===== src/verilog/stc_pkg.sv =====
// Package for the SYSREF timing calibration block: map, fields, limits
package stc_pkg;

    // ------------------------------------------------------------
    // Register map (byte addresses on the register port)
    // ------------------------------------------------------------
    localparam logic [9:0] STC_ADDR_EN = 10'h2b0;
    localparam logic [9:0] STC_ADDR_CFG = 10'h2b1;
    localparam logic [9:0] STC_ADDR_RES0 = 10'h2b2;
    localparam logic [9:0] STC_ADDR_RES1 = 10'h2b3;
    localparam logic [9:0] STC_ADDR_RES2 = 10'h2b4;
    localparam logic [9:0] STC_ADDR_TAD0 = 10'h2b5;
    localparam logic [9:0] STC_ADDR_TAD1 = 10'h2b6;
    localparam logic [9:0] STC_ADDR_TAD2 = 10'h2b7;
    localparam logic [9:0] STC_ADDR_RAMP = 10'h2b8;
    localparam logic [9:0] STC_ADDR_IRQ_STAT = 10'h2c0;
    localparam logic [9:0] STC_ADDR_IRQ_MASK = 10'h2c1;

    // ------------------------------------------------------------
    // Reset values and field positions
    // ------------------------------------------------------------
    localparam logic [7:0] STC_EN_RST = 8'h00;
    localparam logic [7:0] STC_CFG_RST = 8'h05;
    localparam logic [16:0] STC_TAD_RST = 17'h00000;
    localparam logic [7:0] STC_RAMP_RST = 8'h00;
    localparam logic [1:0] STC_IRQ_RST = 2'h0;
    localparam int STC_EV_DONE = 0;
    localparam int STC_EV_FAIL = 1;
    localparam int STC_DELAY_W = 17;
    localparam int STC_ACC_W = 33;

    // Configuration byte layout
    typedef struct packed {
        logic [3:0] reserved;
        logic [1:0] cal_averaging_select;
        logic [1:0] accum_duration_select;
    } stc_cfg_t;

    // Status field layout, read as three bytes
    typedef struct packed {
        logic [5:0] reserved;
        logic cal_complete_flag;
        logic [16:0] computed_delay_value;
    } stc_result_t;

    // Calibration sequencer, Gray along idle-arm-accum-done
    typedef enum logic [2:0] {
        STC_IDLE = 3'h0,
        STC_ARM = 3'h1,
        STC_ACCUM = 3'h3,
        STC_DONE = 3'h2,
        STC_FAIL = 3'h6
    } stc_state_t;

    // Longest SYSREF period per duration select, in clock cycles
    localparam logic [14:0] STC_LIMIT_0 = 15'd85;
    localparam logic [14:0] STC_LIMIT_1 = 15'd1100;
    localparam logic [14:0] STC_LIMIT_2 = 15'd5200;
    localparam logic [14:0] STC_LIMIT_3 = 15'd21580;

    function automatic logic [14:0] stc_period_limit(input logic [1:0] code);
        stc_period_limit = (code == 2'h0) ? STC_LIMIT_0 :
                           (code == 2'h1) ? STC_LIMIT_1 :
                           (code == 2'h2) ? STC_LIMIT_2 : STC_LIMIT_3;
    endfunction

    // Both selects map code n to 4^(n+1): log2 count is 2n+2
    function automatic logic [4:0] stc_log2_count(input logic [1:0] code);
        stc_log2_count = {2'h0, code, 1'b0} + 5'h02;
    endfunction

endpackage


===== src/verilog/stc_sysref_cal.sv =====
// SYSREF timing calibration: register window, sequencer, delay select
//
// Functional notes
// - Enable low: output follows manual delay register.
// - Enable high: output follows calibrated delay value.
// - Only enable rising edge starts a calibration.
// - Register group decoded at 0x2b0 to 0x2b8.
// - Enable resets 0x00, configuration resets 0x05.
// - Averaging select gives 4/16/64/256 results.
// - Duration select sets accumulation and period limit.
// - Status holds complete flag and 17-bit delay.
//
// Strobed register access was decided locally.
`timescale 1ns/1ps

module stc_sysref_cal
    import stc_pkg::*;
(
    input wire logic i_clk, // Device clock, 250 MHz
    input wire logic i_resetn, // Synchronous reset, active low
    input wire logic [9:0] i_addr, // Register byte address
    input wire logic [7:0] i_wdata, // Register write data
    input wire logic i_wr, // Write strobe
    input wire logic i_rd, // Read strobe
    input wire logic i_sysref, // SYSREF pin, asynchronous
    input wire logic [16:0] i_phase_code, // Phase detector delay code
    output logic [7:0] o_rdata, // Read data, cycle after i_rd
    output logic [16:0] o_aperture_delay, // Applied clock delay
    output logic [7:0] o_ramp_ctrl, // Delay ramp control byte
    output logic o_cal_active, // Sequencer busy
    output logic o_irq // Level interrupt
);

    // ------------------------------------------------------------
    // Register file state
    // ------------------------------------------------------------
    logic en_r;
    logic en_prev_r;
    stc_cfg_t cfg_r;
    logic [16:0] tad_r;
    logic [7:0] ramp_r;
    logic [1:0] irq_stat_r;
    logic [1:0] irq_mask_r;
    logic [7:0] rdata_r;

    // ------------------------------------------------------------
    // Sequencer state
    // ------------------------------------------------------------
    stc_state_t state_r;
    stc_state_t state_nxt;
    stc_cfg_t run_cfg_r;
    logic [14:0] period_cnt_r;
    logic [15:0] samp_cnt_r;
    logic [STC_ACC_W-1:0] acc_r;
    logic [16:0] cal_tad_r;
    logic [16:0] delay_r;
    logic active_r;
    logic irq_r;

    // ------------------------------------------------------------
    // SYSREF synchroniser and edge detect
    // ------------------------------------------------------------
    logic sysref_meta_r;
    logic sysref_sync_r;
    logic sysref_prev_r;
    wire sysref_edge = sysref_sync_r & ~sysref_prev_r;

    // Two flops before any logic sees the pin
    always_ff @(posedge i_clk)
    begin
        if (!i_resetn)
        begin
            sysref_meta_r <= 1'b0;
            sysref_sync_r <= 1'b0;
            sysref_prev_r <= 1'b0;
        end
        else
        begin
            sysref_meta_r <= i_sysref;
            sysref_sync_r <= sysref_meta_r;
            sysref_prev_r <= sysref_sync_r;
        end
    end

    // ------------------------------------------------------------
    // Write decode
    // ------------------------------------------------------------
    wire wr_en = i_wr && (i_addr == STC_ADDR_EN);
    wire wr_cfg = i_wr && (i_addr == STC_ADDR_CFG);
    wire wr_tad0 = i_wr && (i_addr == STC_ADDR_TAD0);
    wire wr_tad1 = i_wr && (i_addr == STC_ADDR_TAD1);
    wire wr_tad2 = i_wr && (i_addr == STC_ADDR_TAD2);
    wire wr_ramp = i_wr && (i_addr == STC_ADDR_RAMP);
    wire wr_istat = i_wr && (i_addr == STC_ADDR_IRQ_STAT);
    wire wr_imask = i_wr && (i_addr == STC_ADDR_IRQ_MASK);

    // Next values of the software registers
    wire en_nxt = wr_en ? i_wdata[0] : en_r;
    wire [7:0] cfg_nxt = wr_cfg ? {4'h0, i_wdata[3:0]} : cfg_r;
    wire [16:0] tad_nxt = {wr_tad2 ? i_wdata[0] : tad_r[16],
                           wr_tad1 ? i_wdata : tad_r[15:8],
                           wr_tad0 ? i_wdata : tad_r[7:0]};
    wire [7:0] ramp_nxt = wr_ramp ? i_wdata : ramp_r;
    wire [1:0] imask_nxt = wr_imask ? i_wdata[1:0] : irq_mask_r;

    // Software register storage; reserved bits are not kept
    always_ff @(posedge i_clk)
    begin
        if (!i_resetn)
        begin
            en_r <= STC_EN_RST[0];
            en_prev_r <= STC_EN_RST[0];
            cfg_r <= STC_CFG_RST;
            tad_r <= STC_TAD_RST;
            ramp_r <= STC_RAMP_RST;
            irq_mask_r <= STC_IRQ_RST;
        end
        else
        begin
            en_r <= en_nxt;
            en_prev_r <= en_r;
            cfg_r <= cfg_nxt;
            tad_r <= tad_nxt;
            ramp_r <= ramp_nxt;
            irq_mask_r <= imask_nxt;
        end
    end

    // ------------------------------------------------------------
    // Calibration control terms
    // ------------------------------------------------------------
    // A level of 1 alone never restarts; only the 0-to-1 step does
    wire cal_start = en_r & ~en_prev_r;
    wire [14:0] period_limit = stc_period_limit(run_cfg_r.accum_duration_select);
    wire [4:0] avg_sh = stc_log2_count(run_cfg_r.cal_averaging_select);
    wire [4:0] dur_sh = stc_log2_count(run_cfg_r.accum_duration_select);
    wire [4:0] total_sh = avg_sh + dur_sh;
    // Samples = averages x cycles per accumulation, minus one
    wire [15:0] samp_last = 16'((17'h00001 << total_sh) - 17'h00001);
    wire period_over = (period_cnt_r >= period_limit);
    wire [STC_ACC_W-1:0] acc_sum = acc_r + {16'h0000, i_phase_code};
    wire [STC_ACC_W-1:0] acc_avg = acc_sum >> total_sh;
    wire last_samp = (samp_cnt_r == samp_last);
    wire in_done = (state_r == STC_DONE);

    // Selects frozen at start, so a stray mid-run write cannot strand the counter
    always_ff @(posedge i_clk)
    begin
        if (!i_resetn)
            run_cfg_r <= STC_CFG_RST;
        else if (cal_start)
            run_cfg_r <= cfg_r;
    end

    // Sequencer next state; a cleared enable always aborts to idle
    always_comb
    begin
        state_nxt = state_r;
        case (state_r)
            STC_IDLE:
            begin
                if (cal_start)
                    state_nxt = STC_ARM;
            end
            STC_ARM:
            begin
                if (sysref_edge)
                    state_nxt = STC_ACCUM;
                else if (period_over)
                    state_nxt = STC_FAIL;
            end
            STC_ACCUM:
            begin
                if (sysref_edge && last_samp)
                    state_nxt = STC_DONE;
                else if (!sysref_edge && period_over)
                    state_nxt = STC_FAIL;
            end
            STC_DONE:
                state_nxt = STC_DONE;
            STC_FAIL:
                state_nxt = STC_FAIL;
            default:
                state_nxt = STC_IDLE;
        endcase
        if (!en_r)
            state_nxt = STC_IDLE;
    end

    // Events for the interrupt status register
    wire ev_done = (state_r == STC_ACCUM) && (state_nxt == STC_DONE);
    wire ev_fail = (state_r != STC_FAIL) && (state_nxt == STC_FAIL);
    wire [1:0] ev_vec = {ev_fail, ev_done};

    // State register
    always_ff @(posedge i_clk)
    begin
        if (!i_resetn)
            state_r <= STC_IDLE;
        else
            state_r <= state_nxt;
    end

    // Period counter measures clocks since the last SYSREF edge
    always_ff @(posedge i_clk)
    begin
        if (!i_resetn)
            period_cnt_r <= 15'h0000;
        else if (state_r == STC_IDLE || sysref_edge)
            period_cnt_r <= 15'h0000;
        else if (!period_over)
            period_cnt_r <= period_cnt_r + 15'h0001;
    end

    // Phase accumulation, one detector sample per SYSREF edge
    always_ff @(posedge i_clk)
    begin
        if (!i_resetn)
        begin
            acc_r <= '0;
            samp_cnt_r <= 16'h0000;
        end
        else if (state_r != STC_ACCUM)
        begin
            acc_r <= '0;
            samp_cnt_r <= 16'h0000;
        end
        else if (sysref_edge)
        begin
            acc_r <= acc_sum;
            samp_cnt_r <= samp_cnt_r + 16'h0001;
        end
    end

    // Result holds until the next successful run; the flag guards it
    always_ff @(posedge i_clk)
    begin
        if (!i_resetn)
            cal_tad_r <= STC_TAD_RST;
        else if (ev_done)
            cal_tad_r <= acc_avg[STC_DELAY_W-1:0];
    end

    // ------------------------------------------------------------
    // Delay output selection
    // ------------------------------------------------------------
    // Manual register drives the line only while calibration is off
    wire [16:0] delay_nxt = en_r ? cal_tad_r : tad_r;

    always_ff @(posedge i_clk)
    begin
        if (!i_resetn)
            delay_r <= STC_TAD_RST;
        else
            delay_r <= delay_nxt;
    end

    // ------------------------------------------------------------
    // Interrupt status, mask and output
    // ------------------------------------------------------------
    // Write one to clear; a new event in the same cycle wins
    wire [1:0] istat_clr = wr_istat ? i_wdata[1:0] : 2'h0;
    wire [1:0] istat_nxt = (irq_stat_r & ~istat_clr) | ev_vec;
    wire irq_nxt = |(istat_nxt & irq_mask_r);

    always_ff @(posedge i_clk)
    begin
        if (!i_resetn)
        begin
            irq_stat_r <= STC_IRQ_RST;
            irq_r <= 1'b0;
        end
        else
        begin
            irq_stat_r <= istat_nxt;
            irq_r <= irq_nxt;
        end
    end

    // ------------------------------------------------------------
    // Read path
    // ------------------------------------------------------------
    // Flag reads 1 only while enabled and finished
    stc_result_t result;
    assign result.reserved = 6'h00;
    assign result.cal_complete_flag = en_r && in_done;
    assign result.computed_delay_value = cal_tad_r;

    // Address decode for reads; unmapped and reserved read zero
    wire [23:0] res_bits = result;
    logic [7:0] rd_mux;

    always_comb
    begin
        if (i_addr == STC_ADDR_EN)
            rd_mux = {7'h00, en_r};
        else if (i_addr == STC_ADDR_CFG)
            rd_mux = cfg_r;
        else if (i_addr == STC_ADDR_RES0)
            rd_mux = res_bits[7:0];
        else if (i_addr == STC_ADDR_RES1)
            rd_mux = res_bits[15:8];
        else if (i_addr == STC_ADDR_RES2)
            rd_mux = res_bits[23:16];
        else if (i_addr == STC_ADDR_TAD0)
            rd_mux = tad_r[7:0];
        else if (i_addr == STC_ADDR_TAD1)
            rd_mux = tad_r[15:8];
        else if (i_addr == STC_ADDR_TAD2)
            rd_mux = {7'h00, tad_r[16]};
        else if (i_addr == STC_ADDR_RAMP)
            rd_mux = ramp_r;
        else if (i_addr == STC_ADDR_IRQ_STAT)
            rd_mux = {6'h00, irq_stat_r};
        else if (i_addr == STC_ADDR_IRQ_MASK)
            rd_mux = {6'h00, irq_mask_r};
        else
            rd_mux = 8'h00;
    end

    // Read data stand for exactly the cycle after the strobe
    always_ff @(posedge i_clk)
    begin
        if (!i_resetn)
            rdata_r <= 8'h00;
        else if (i_rd)
            rdata_r <= rd_mux;
        else
            rdata_r <= 8'h00;
    end

    // Busy flag registered so the output comes from a flop
    always_ff @(posedge i_clk)
    begin
        if (!i_resetn)
            active_r <= 1'b0;
        else
            active_r <= (state_nxt == STC_ARM) || (state_nxt == STC_ACCUM);
    end

    // ------------------------------------------------------------
    // Outputs
    // ------------------------------------------------------------
    assign o_rdata = rdata_r;
    assign o_aperture_delay = delay_r;
    assign o_ramp_ctrl = ramp_r;
    assign o_cal_active = active_r;
    assign o_irq = irq_r;

endmodule // stc_sysref_cal


===== config.mk =====
export PLATFORM = sky130hd
export DESIGN_NAME = stc_sysref_cal
export DESIGN_NICKNAME = d
export VERILOG_FILES = /design/src/verilog/stc_pkg.sv /design/src/verilog/stc_sysref_cal.sv
export SDC_FILE = /design/constraint.sdc
export NUM_CORES = 1
export LEC_CHECK = 0
export BUFFER_PORTS_ARGS = -buffer_cell sky130_fd_sc_hd__buf_2
export CORE_MARGIN = 2
export CORE_UTILIZATION = 40
export CTS_BUF_LIST = sky130_fd_sc_hd__clkbuf_8
export DETAILED_ROUTE_END_ITERATION = 8
export PLACE_DENSITY = 0.65
export SLEW_MARGIN = 5
export SYNTH_ARGS = -nofsm -noshare
export SYNTH_HDL_FRONTEND = slang
export SYNTH_SLANG_ARGS = --single-unit
export TNS_END_PERCENT = 30

===== constraint.sdc =====
create_clock -name i_clk -period 6.26 [get_ports i_clk]
set_input_delay 1.252 -clock i_clk [delete_from_list [all_inputs] [get_ports i_clk]]
set_output_delay 1.252 -clock i_clk [all_outputs]
set_load 0.03 [all_outputs]

==> impl_metrics.csv, run 1 <==
group,metric,value,unit
drt,firstDrtPassIters,8,
floorplan,io_pins,75,
power,leakagePower,3.78,nW
clocking,cts_tree,"done",
power,netSwitchingFraction,25.0,%
logic_synthesis,synth_edf_count,0,
clocking,cts-root-buf,"clkbuf_8",
status,status,"complete, no violations",
critical_path,critPathTopFamily,"simple AND/OR/NAND/NOR gates",
placed_design,port_buffers,74,
floorplan,die_area,25100,µm²
layout,area_growth,10.8,%
logic_synthesis,ys_async_sr_fraction,0,%
clocking,clock_path_buffers,2,
logic_synthesis,syn_nets,1302,
critical_path,cp_data_required_time,6.62,ns
clocking,cts_resized,0,
critical_path,crit_buf_inv,4,
global_routing,antenna_found_initial,0,
sta,period_needed,5.03,ns
placed_design,routabilityCongestion,0.946,
placed_design,place.detailed.hpwl,20500,µm
clocking,clk_pin_slew,0.09,ns
logic_synthesis,synth.distinct_cells,83,
critical_path,crit_fanout,19,
drt,antenna_left,0,
clocking,cts-hold-fix-buffers,0,
clocking,cts_setup_buffers,0,
power,pwr-share-comb,5.4,%
global_routing,grt_usage,22.9,%
critical_path,cp_common_cell,"ha_1",
global_routing,grt_pass1_wl,45500,µm
sta,clock-skew-final,0.0128,ns
layout,antenna_cells,0,
global_routing,grt_pass1_vias,8514,
power,clkPwrFrac,43.1,%
clocking,cts-buffers-inserted,17,
floorplan,rows,56,
logic_synthesis,syn_area_per_cell,7.76,µm²
global_routing,grt-ovfl-total,0,
flow_run,drv_cap,0,
power,p_per_area,179,nW/µm²
logic_synthesis,synth_area,9550,µm²
critical_path,worstSetupStartpointType,"register",
clocking,ctsHtreeMaxLevel,4,
power,total_power,0.00189,W
sta,final.setup.tns,0,ns
layout,nets,1333,
sta,finalMaxSlewViolations,0,
sta,relSlewSlack,35.4,%
critical_path,cp_data_arrival_time,5.39,ns
floorplan,die_w,158,µm
sta,hold_viol,0,
sta,fin_crit_sh,80.4,%
sta,rsz0062_at_grt,"false",
sta,tightest_slew,0.960,ns
critical_path,crit_type,"register to register",
clocking,insertion_delay,0.47,ns
min_path,hp-class,"register to register",
floorplan,die_h,158,µm
drt,totalWireLength,28100,µm
critical_path,crit_chain,"inv_1 -> ha_1 -> nor2b_1 -> ha_1 -> or2_2 -> nor2_1 -> nand2_1 -> ha_1 -> inv_1 -> mux2i_1 -> a2bb2oi_2 -> xnor2_1 -> or3_1 -> nor4_4 -> buf_4 -> buf_4 -> o2111a_1 -> o221ai_1 -> o211a_1",
power,power.switching,0.000474,W
power,seqPwrFrac,51.5,%
logic_synthesis,synth_cells,1230,
logic_synthesis,ys_ff_latch,153,
global_routing,grt_max_degree,82,
logic_synthesis,synth_warnings,0,
layout,drive_above_1_share,11.9,%
critical_path,slowest_delay,0.61,ns
drt,via_per_inst,5.75,
sta,setup_violations,0,
logic_synthesis,synth_ff_type,"dfxtp_1",
critical_path,end_kind,"register",
sta,fmax,0.199,GHz
critical_path,critPathSlowestCell,"ha_1",
floorplan,core,23500,µm²
drt,drt_iter0_markers,685,
drt,drcViolationCount,0,
drt,dr_total_vias,9164,
floorplan,start_util,40.7,%
clocking,cts_sinks,153,
power,cell_internal_pwr,0.00142,W
logic_synthesis,yosysSeqAreaShare,32.1,%
power,irDropWorstVdd,0.0971,mV
drt,wire_per_inst,17.6,µm
## worst register-to-register path: cells and delay by family, from the launching register on
kind	cells	cell delay [ns]
AND/OR/NAND/NOR	6	1.61
adder cells (fa/ha/maj)	3	1.35
buffers and inverters	4	0.73
AO/OA/AOI/OAI	4	0.53
flip-flops	1	0.35
multiplexers	1	0.20
XOR/XNOR	1	0.15
## path summary, 6_finish.rpt
kind | start | end | slack (ns) | cells past startpoint
hold reg to reg | sysref_meta_r | sysref_sync_r | 0.46 | 1
setup / recovery | run_cfg_r[1] | cal_tad_r[7] | 1.23 | 19
hold / removal | sysref_meta_r | sysref_sync_r | 0.46 | 1
setup reg to reg | run_cfg_r[1] | cal_tad_r[7] | 1.23 | 19
## final cells by class
class,instances,area [µm²]
sequential,153,3060
multi-input combinational,975,6110
clock inverter,14,174
tap,319,399
fill,2366,12900
timing repair buffer,91,498
inverter,23,86.3
clock buffer,18,248
## metrics by stage
step / setup slack [ns] / cell area, µm² / hold WS [ns] / std cells / utilization [%]
5_1_grt: 0.838 / 10600 / 0.491 / 1593 / 45.1
3_3_place_gp: 1.42 / 10200 / 0.428 / 1561 / 43.3
3_5_place_dp: 1.30 / 10200 / 0.427 / 1561 / 43.3
6_report: 1.23 / 10600 / 0.464 / 1593 / 45.1
2_1_floorplan: 1.85 / 9550 / 0.412 / 1230 / -
4_1_cts: 1.26 / 10600 / 0.467 / 1593 / 45.1
## cell families after synthesis
family / Yosys count / share of synthesized area (%)
compound gates: 327 / 23.0
xor+xnor: 76 / 7.05
fa+ha+maj: 32 / 4.27
buf+inv: 102 / 4.08
flops: 153 / 32.1
mux: 46 / 5.16
simple gates: 494 / 24.3
## power by group through the flow
stage	sequential, W	clock [W]	combinational, W
floorplan	0.000997	0	0.0000625
global placement	0.000997	0	0.000101
detailed placement	0.000997	0	0.000100
CTS	0.000974	0.000836	0.000101
global route	0.000974	0.000876	0.000112
finish	0.000974	0.000816	0.000102
## layer usage
layer / track usage, % / part of all wire (%) / wire length [µm]
met5: 0 / 0 / 0
met4: 6.91 / 2.2 / 614
met3: 3.48 / 5.3 / 1490
met2: 37.5 / 47 / 13100
met1: 31.2 / 46 / 12900
## registers in the layout, indices dropped and copies added (netlist names), 2 cells and up
signal / cells
acc_r: 33
cal_tad_r: 17
cfg_r: 4
irq_mask_r: 2
irq_stat_r: 2
o_aperture_delay: 17
o_ramp_ctrl: 8
o_rdata: 8
period_cnt_r: 15
run_cfg_r: 4
samp_cnt_r: 16
state_r: 3
tad_r: 17
## synth_stat cells (all sizes together), types with 19 or more instances
| cell type | instances | area (µm²) |
|---|---|---|
| nand3 | 60 | 300 |
| xor2 | 44 | 393 |
| ha | 31 | 388 |
| dfxtp | 153 | 3060 |
| nor3 | 30 | 150 |
| a211oi | 19 | 143 |
| clkbuf | 67 | 251 |
| xnor2 | 32 | 280 |
| a21boi | 30 | 225 |
| nand2 | 155 | 584 |
| nor2 | 128 | 480 |
| a21oi | 84 | 428 |
| mux2i | 38 | 380 |
| nor2b | 34 | 213 |
| inv | 23 | 86.3 |
| o21ai | 63 | 315 |
## placed cells by master (no fill, tap or decap), types with 6 or more instances in the layout
master | Yosys | routed
a211oi_1 | 19 | 19
a21boi_0 | 29 | 29
a21o_1 | 9 | 9
a21oi_1 | 82 | 82
a22oi_1 | 14 | 14
a31oi_1 | 12 | 12
and2_1 | 10 | 10
and3_1 | 12 | 12
and4_1 | 6 | 6
buf_2 | 2 | 74
buf_4 | 1 | 17
clkbuf_8 | 0 | 18
dfxtp_1 | 153 | 153
ha_1 | 31 | 31
inv_1 | 23 | 25
mux2_2 | 6 | 6
mux2i_1 | 38 | 38
nand2_1 | 154 | 154
nand2b_1 | 9 | 9
nand3_1 | 60 | 59
nand4_1 | 12 | 12
nor2_1 | 128 | 128
nor2b_1 | 34 | 33
nor3_1 | 30 | 30
nor4_1 | 7 | 7
o211ai_1 | 14 | 14
o21a_1 | 7 | 7
o21ai_0 | 60 | 60
o221ai_1 | 8 | 8
o22ai_1 | 7 | 7
o31ai_1 | 6 | 6
or2_2 | 6 | 6
or3_1 | 14 | 14
xnor2_1 | 32 | 31
xor2_1 | 43 | 43
Note: power is estimated with default switching activity, not from simulation.
==> inputs of run 2 (changes only) <==
Settings changed: ABC_AREA set to 1.
Clock period 6.26 ns to 4.96 ns, I/O delays scaled along.
==> run 2 against run 1 <==
Global-route usage about the same. Final area increased by 4.5%. Non-clock buffer count decreased by 3. Fmax increased by 27%. Worst setup slack got worse by 0.22 ns. Combinational power increased by 23%. Register-to-register slack got worse by 0.22 ns. Routed wire length increased by 6.6%. Clock power increased by 25%. Via count increased by 14%. Die area increased by 4.3%. Critical path type unchanged. Critical endpoint is now cal_tad_r[3]. Highest routed layer unchanged.
==> impl_metrics.csv, run 2 <==
group,metric,value,unit
status,status,"complete, no violations",
drt,firstDrtPassIters,5,
power,p_per_area,215,nW/µm²
global_routing,grt_pass1_vias,9531,
logic_synthesis,yosysSeqAreaShare,30.7,%
critical_path,crit_fanout,15,
sta,period_needed,3.95,ns
layout,layout_commonest_cell,"nand2_1",
floorplan,die_area,26200,µm²
drt,wire_per_inst,15.2,µm
clocking,insertion_delay,0.49,ns
layout,largest_reg_flops,33,
layout,multiInputGateArea,5790,µm²
floorplan,die_w,162,µm
drt,drcViolationCount,0,
sta,clock-skew-final,0.0238,ns
logic_synthesis,yosys.area_share.simple,35.3,%
layout,layout_common_cells,"nand2_1 (309), inv_1 (224), nand3_1 (197)",
clocking,clock_path_buffers,2,
logic_synthesis,syn_area_per_cell,6.31,µm²
logic_synthesis,synth_cells,1578,
power,irDropWorstVdd,0.144,mV
global_routing,antenna_found_initial,0,
sta,final.setup.tns,0,ns
layout,seq_area,3060,µm²
critical_path,end_kind,"register",
critical_path,crit_buf_inv,5,
placed_design,place.detailed.hpwl,22600,µm
critical_path,cp_data_required_time,5.37,ns
layout,area_growth,10.9,%
sta,fin_crit_sh,79.6,%
placed_design,place_ws,1.03,ns
placed_design,routabilityCongestion,0.933,
global_routing,grt_pass1_wl,48200,µm
sta,setup_violations,0,
drt,totalWireLength,30000,µm
clocking,ctsHtreeMaxLevel,4,
min_path,hp-class,"register to register",
logic_synthesis,synth_warnings,0,
logic_synthesis,syn_nets,1650,
floorplan,io_pins,75,
logic_synthesis,ys_ff_latch,153,
logic_synthesis,synth.area.mux_share,0.100,%
drt,drt_iter0_markers,912,
floorplan,rows,57,
critical_path,slowest_delay,0.46,ns
clocking,cts_tree,"done",
sta,tightest_slew,1.02,ns
clocking,cts_setup_buffers,0,
floorplan,core,24400,µm²
global_routing,grt_max_degree,69,
logic_synthesis,ys_async_sr_fraction,0,%
layout,antenna_cells,0,
critical_path,setup.worst_path.start,"run_cfg_r[1]",
sta,hold_viol,0,
logic_synthesis,synth_ff_type,"dfxtp_1",
drt,via_per_inst,5.29,
critical_path,critPathTopFamily,"simple AND/OR/NAND/NOR gates",
drt,antenna_left,0,
clocking,cts-hold-fix-buffers,0,
critical_path,cp_common_cell,"nand2_1",
layout,nets,1707,
logic_synthesis,synth_top_cell_by_area,"dfxtp_1",
logic_synthesis,synth-compound-area-share,17.3,%
sta,rsz0062_at_grt,"false",
logic_synthesis,synthMostInstantiatedCell,"nand2_1",
logic_synthesis,synth_fa_ha_area_share,4.09,%
clocking,cts-root-buf,"clkbuf_8",
floorplan,start_util,40.8,%
critical_path,critPathSlowestCell,"ha_1",
logic_synthesis,synth.distinct_cells,51,
critical_path,r2r-start,"run_cfg_r[1]",
drt,dr_total_vias,10436,
logic_synthesis,synth-xor-area-share,1.23,%
power,leakagePower,5.11,nW
sta,fmax,0.253,GHz
sta,fin_ws,1.01,ns
placed_design,port_buffers,74,
clocking,cts_resized,0,
clocking,clk_pin_slew,0.10,ns
global_routing,grt-ovfl-total,0,
layout,fillers,2627,
logic_synthesis,synth_area,9960,µm²
critical_path,cp_data_arrival_time,4.36,ns
global_routing,grt_usage,22.9,%
critical_path,crit_type,"register to register",
logic_synthesis,synth_edf_count,0,
layout,regMostFlops,"acc_r",
sta,relSlewSlack,31.9,%
logic_synthesis,synth_top_family_by_area,"simple AND/OR/NAND/NOR gates",
sta,finalMaxSlewViolations,0,
logic_synthesis,synthTopCellsByArea,"dfxtp_1 (31%), nand2_1 (12%), nand3_1 (9.9%)",
clocking,cts-buffers-inserted,17,
logic_synthesis,synth_common_cells,"nand2_1 (309), inv_1 (224), nand3_1 (197)",
clocking,cts_sinks,153,
critical_path,worstSetupStartpointType,"register",
layout,drive_above_1_share,10.6,%
flow_run,drv_cap,0,
floorplan,die_h,162,µm
logic_synthesis,synth_top_cell_area_share,30.7,%
min_path,min_from,"sysref_meta_r",
run 2: routing by layer:
metal | routed length, µm | track usage, %
met5 | 0 | 0
met4 | 791 | 8.17
met3 | 2180 | 4.80
met2 | 13500 | 36.7
met1 | 13500 | 30.5
run 2: final cells by class:
class / count / area share, %
clock buffers: 17 / 2.12
multi-input cells: 1140 / 52.4
flip-flops and latches: 153 / 27.7
inverters: 235 / 8.00
repair buffers: 88 / 4.30
clock inverters: 15 / 1.75
well taps: 324 / 3.67
run 2: worst paths after layout:
path	endpoint	slack [ns]	cells past startpoint
max	cal_tad_r[3]	1.01	27
min	sysref_sync_r	0.43	2
max reg2reg	cal_tad_r[3]	1.01	27
min reg2reg	sysref_sync_r	0.43	2
run 2: power by group:
group	internal [W]	switching [W]	total, W
Combinational	0.0000380	0.0000873	0.000125
Clock	0.000396	0.000629	0.00102
Sequential	0.00123	0.000000603	0.00123
Total	0.00166	0.000717	0.00238
run 2: through the flow:
step	area, µm²	std cells	util [%]	total power [W]	hold WS [ns]
2_1_floorplan	9960	1578	-	0.00133	0.390
3_3_place_gp	10600	1940	43.6	0.00138	0.406
3_5_place_dp	10600	1940	43.6	0.00138	0.409
4_1_cts	11100	1972	45.3	0.00240	0.433
5_1_grt	11100	1972	45.3	0.00246	0.453
6_report	11100	1972	45.3	0.00238	0.428
run 2: cell families (layout without fill, tap and decap cells):
family	Yosys count	after routing
AO/OA/AOI/OAI	300	300
adder cells (fa/ha/maj)	32	32
XOR/XNOR	14	14
flip-flops	153	153
AND/OR/NAND/NOR	793	793
multiplexers	1	1
buffers and inverters	285	355
run 2: worst register-to-register path, cell delays in order (launching register included):
cell and delay [ns]:
dfxtp_1 0.36, inv_1 0.09, ha_1 0.37, nor2_1 0.07, ha_1 0.46, nor2_4 0.24, inv_4 0.07, nor2_1 0.16
inv_1 0.06, ha_1 0.28, inv_1 0.11, nand2_1 0.06, nand2_1 0.05, nand2_1 0.05, nor2_1 0.09, nand3_1 0.07
nor2_1 0.08, nand2_1 0.05, nor2_1 0.08, nand3_1 0.13, nand2_1 0.08, nand2_1 0.06, nand2_2 0.09, nand4_4 0.12
buf_4 0.25, o21ai_0 0.16, nand2_1 0.07, nor2_1 0.11
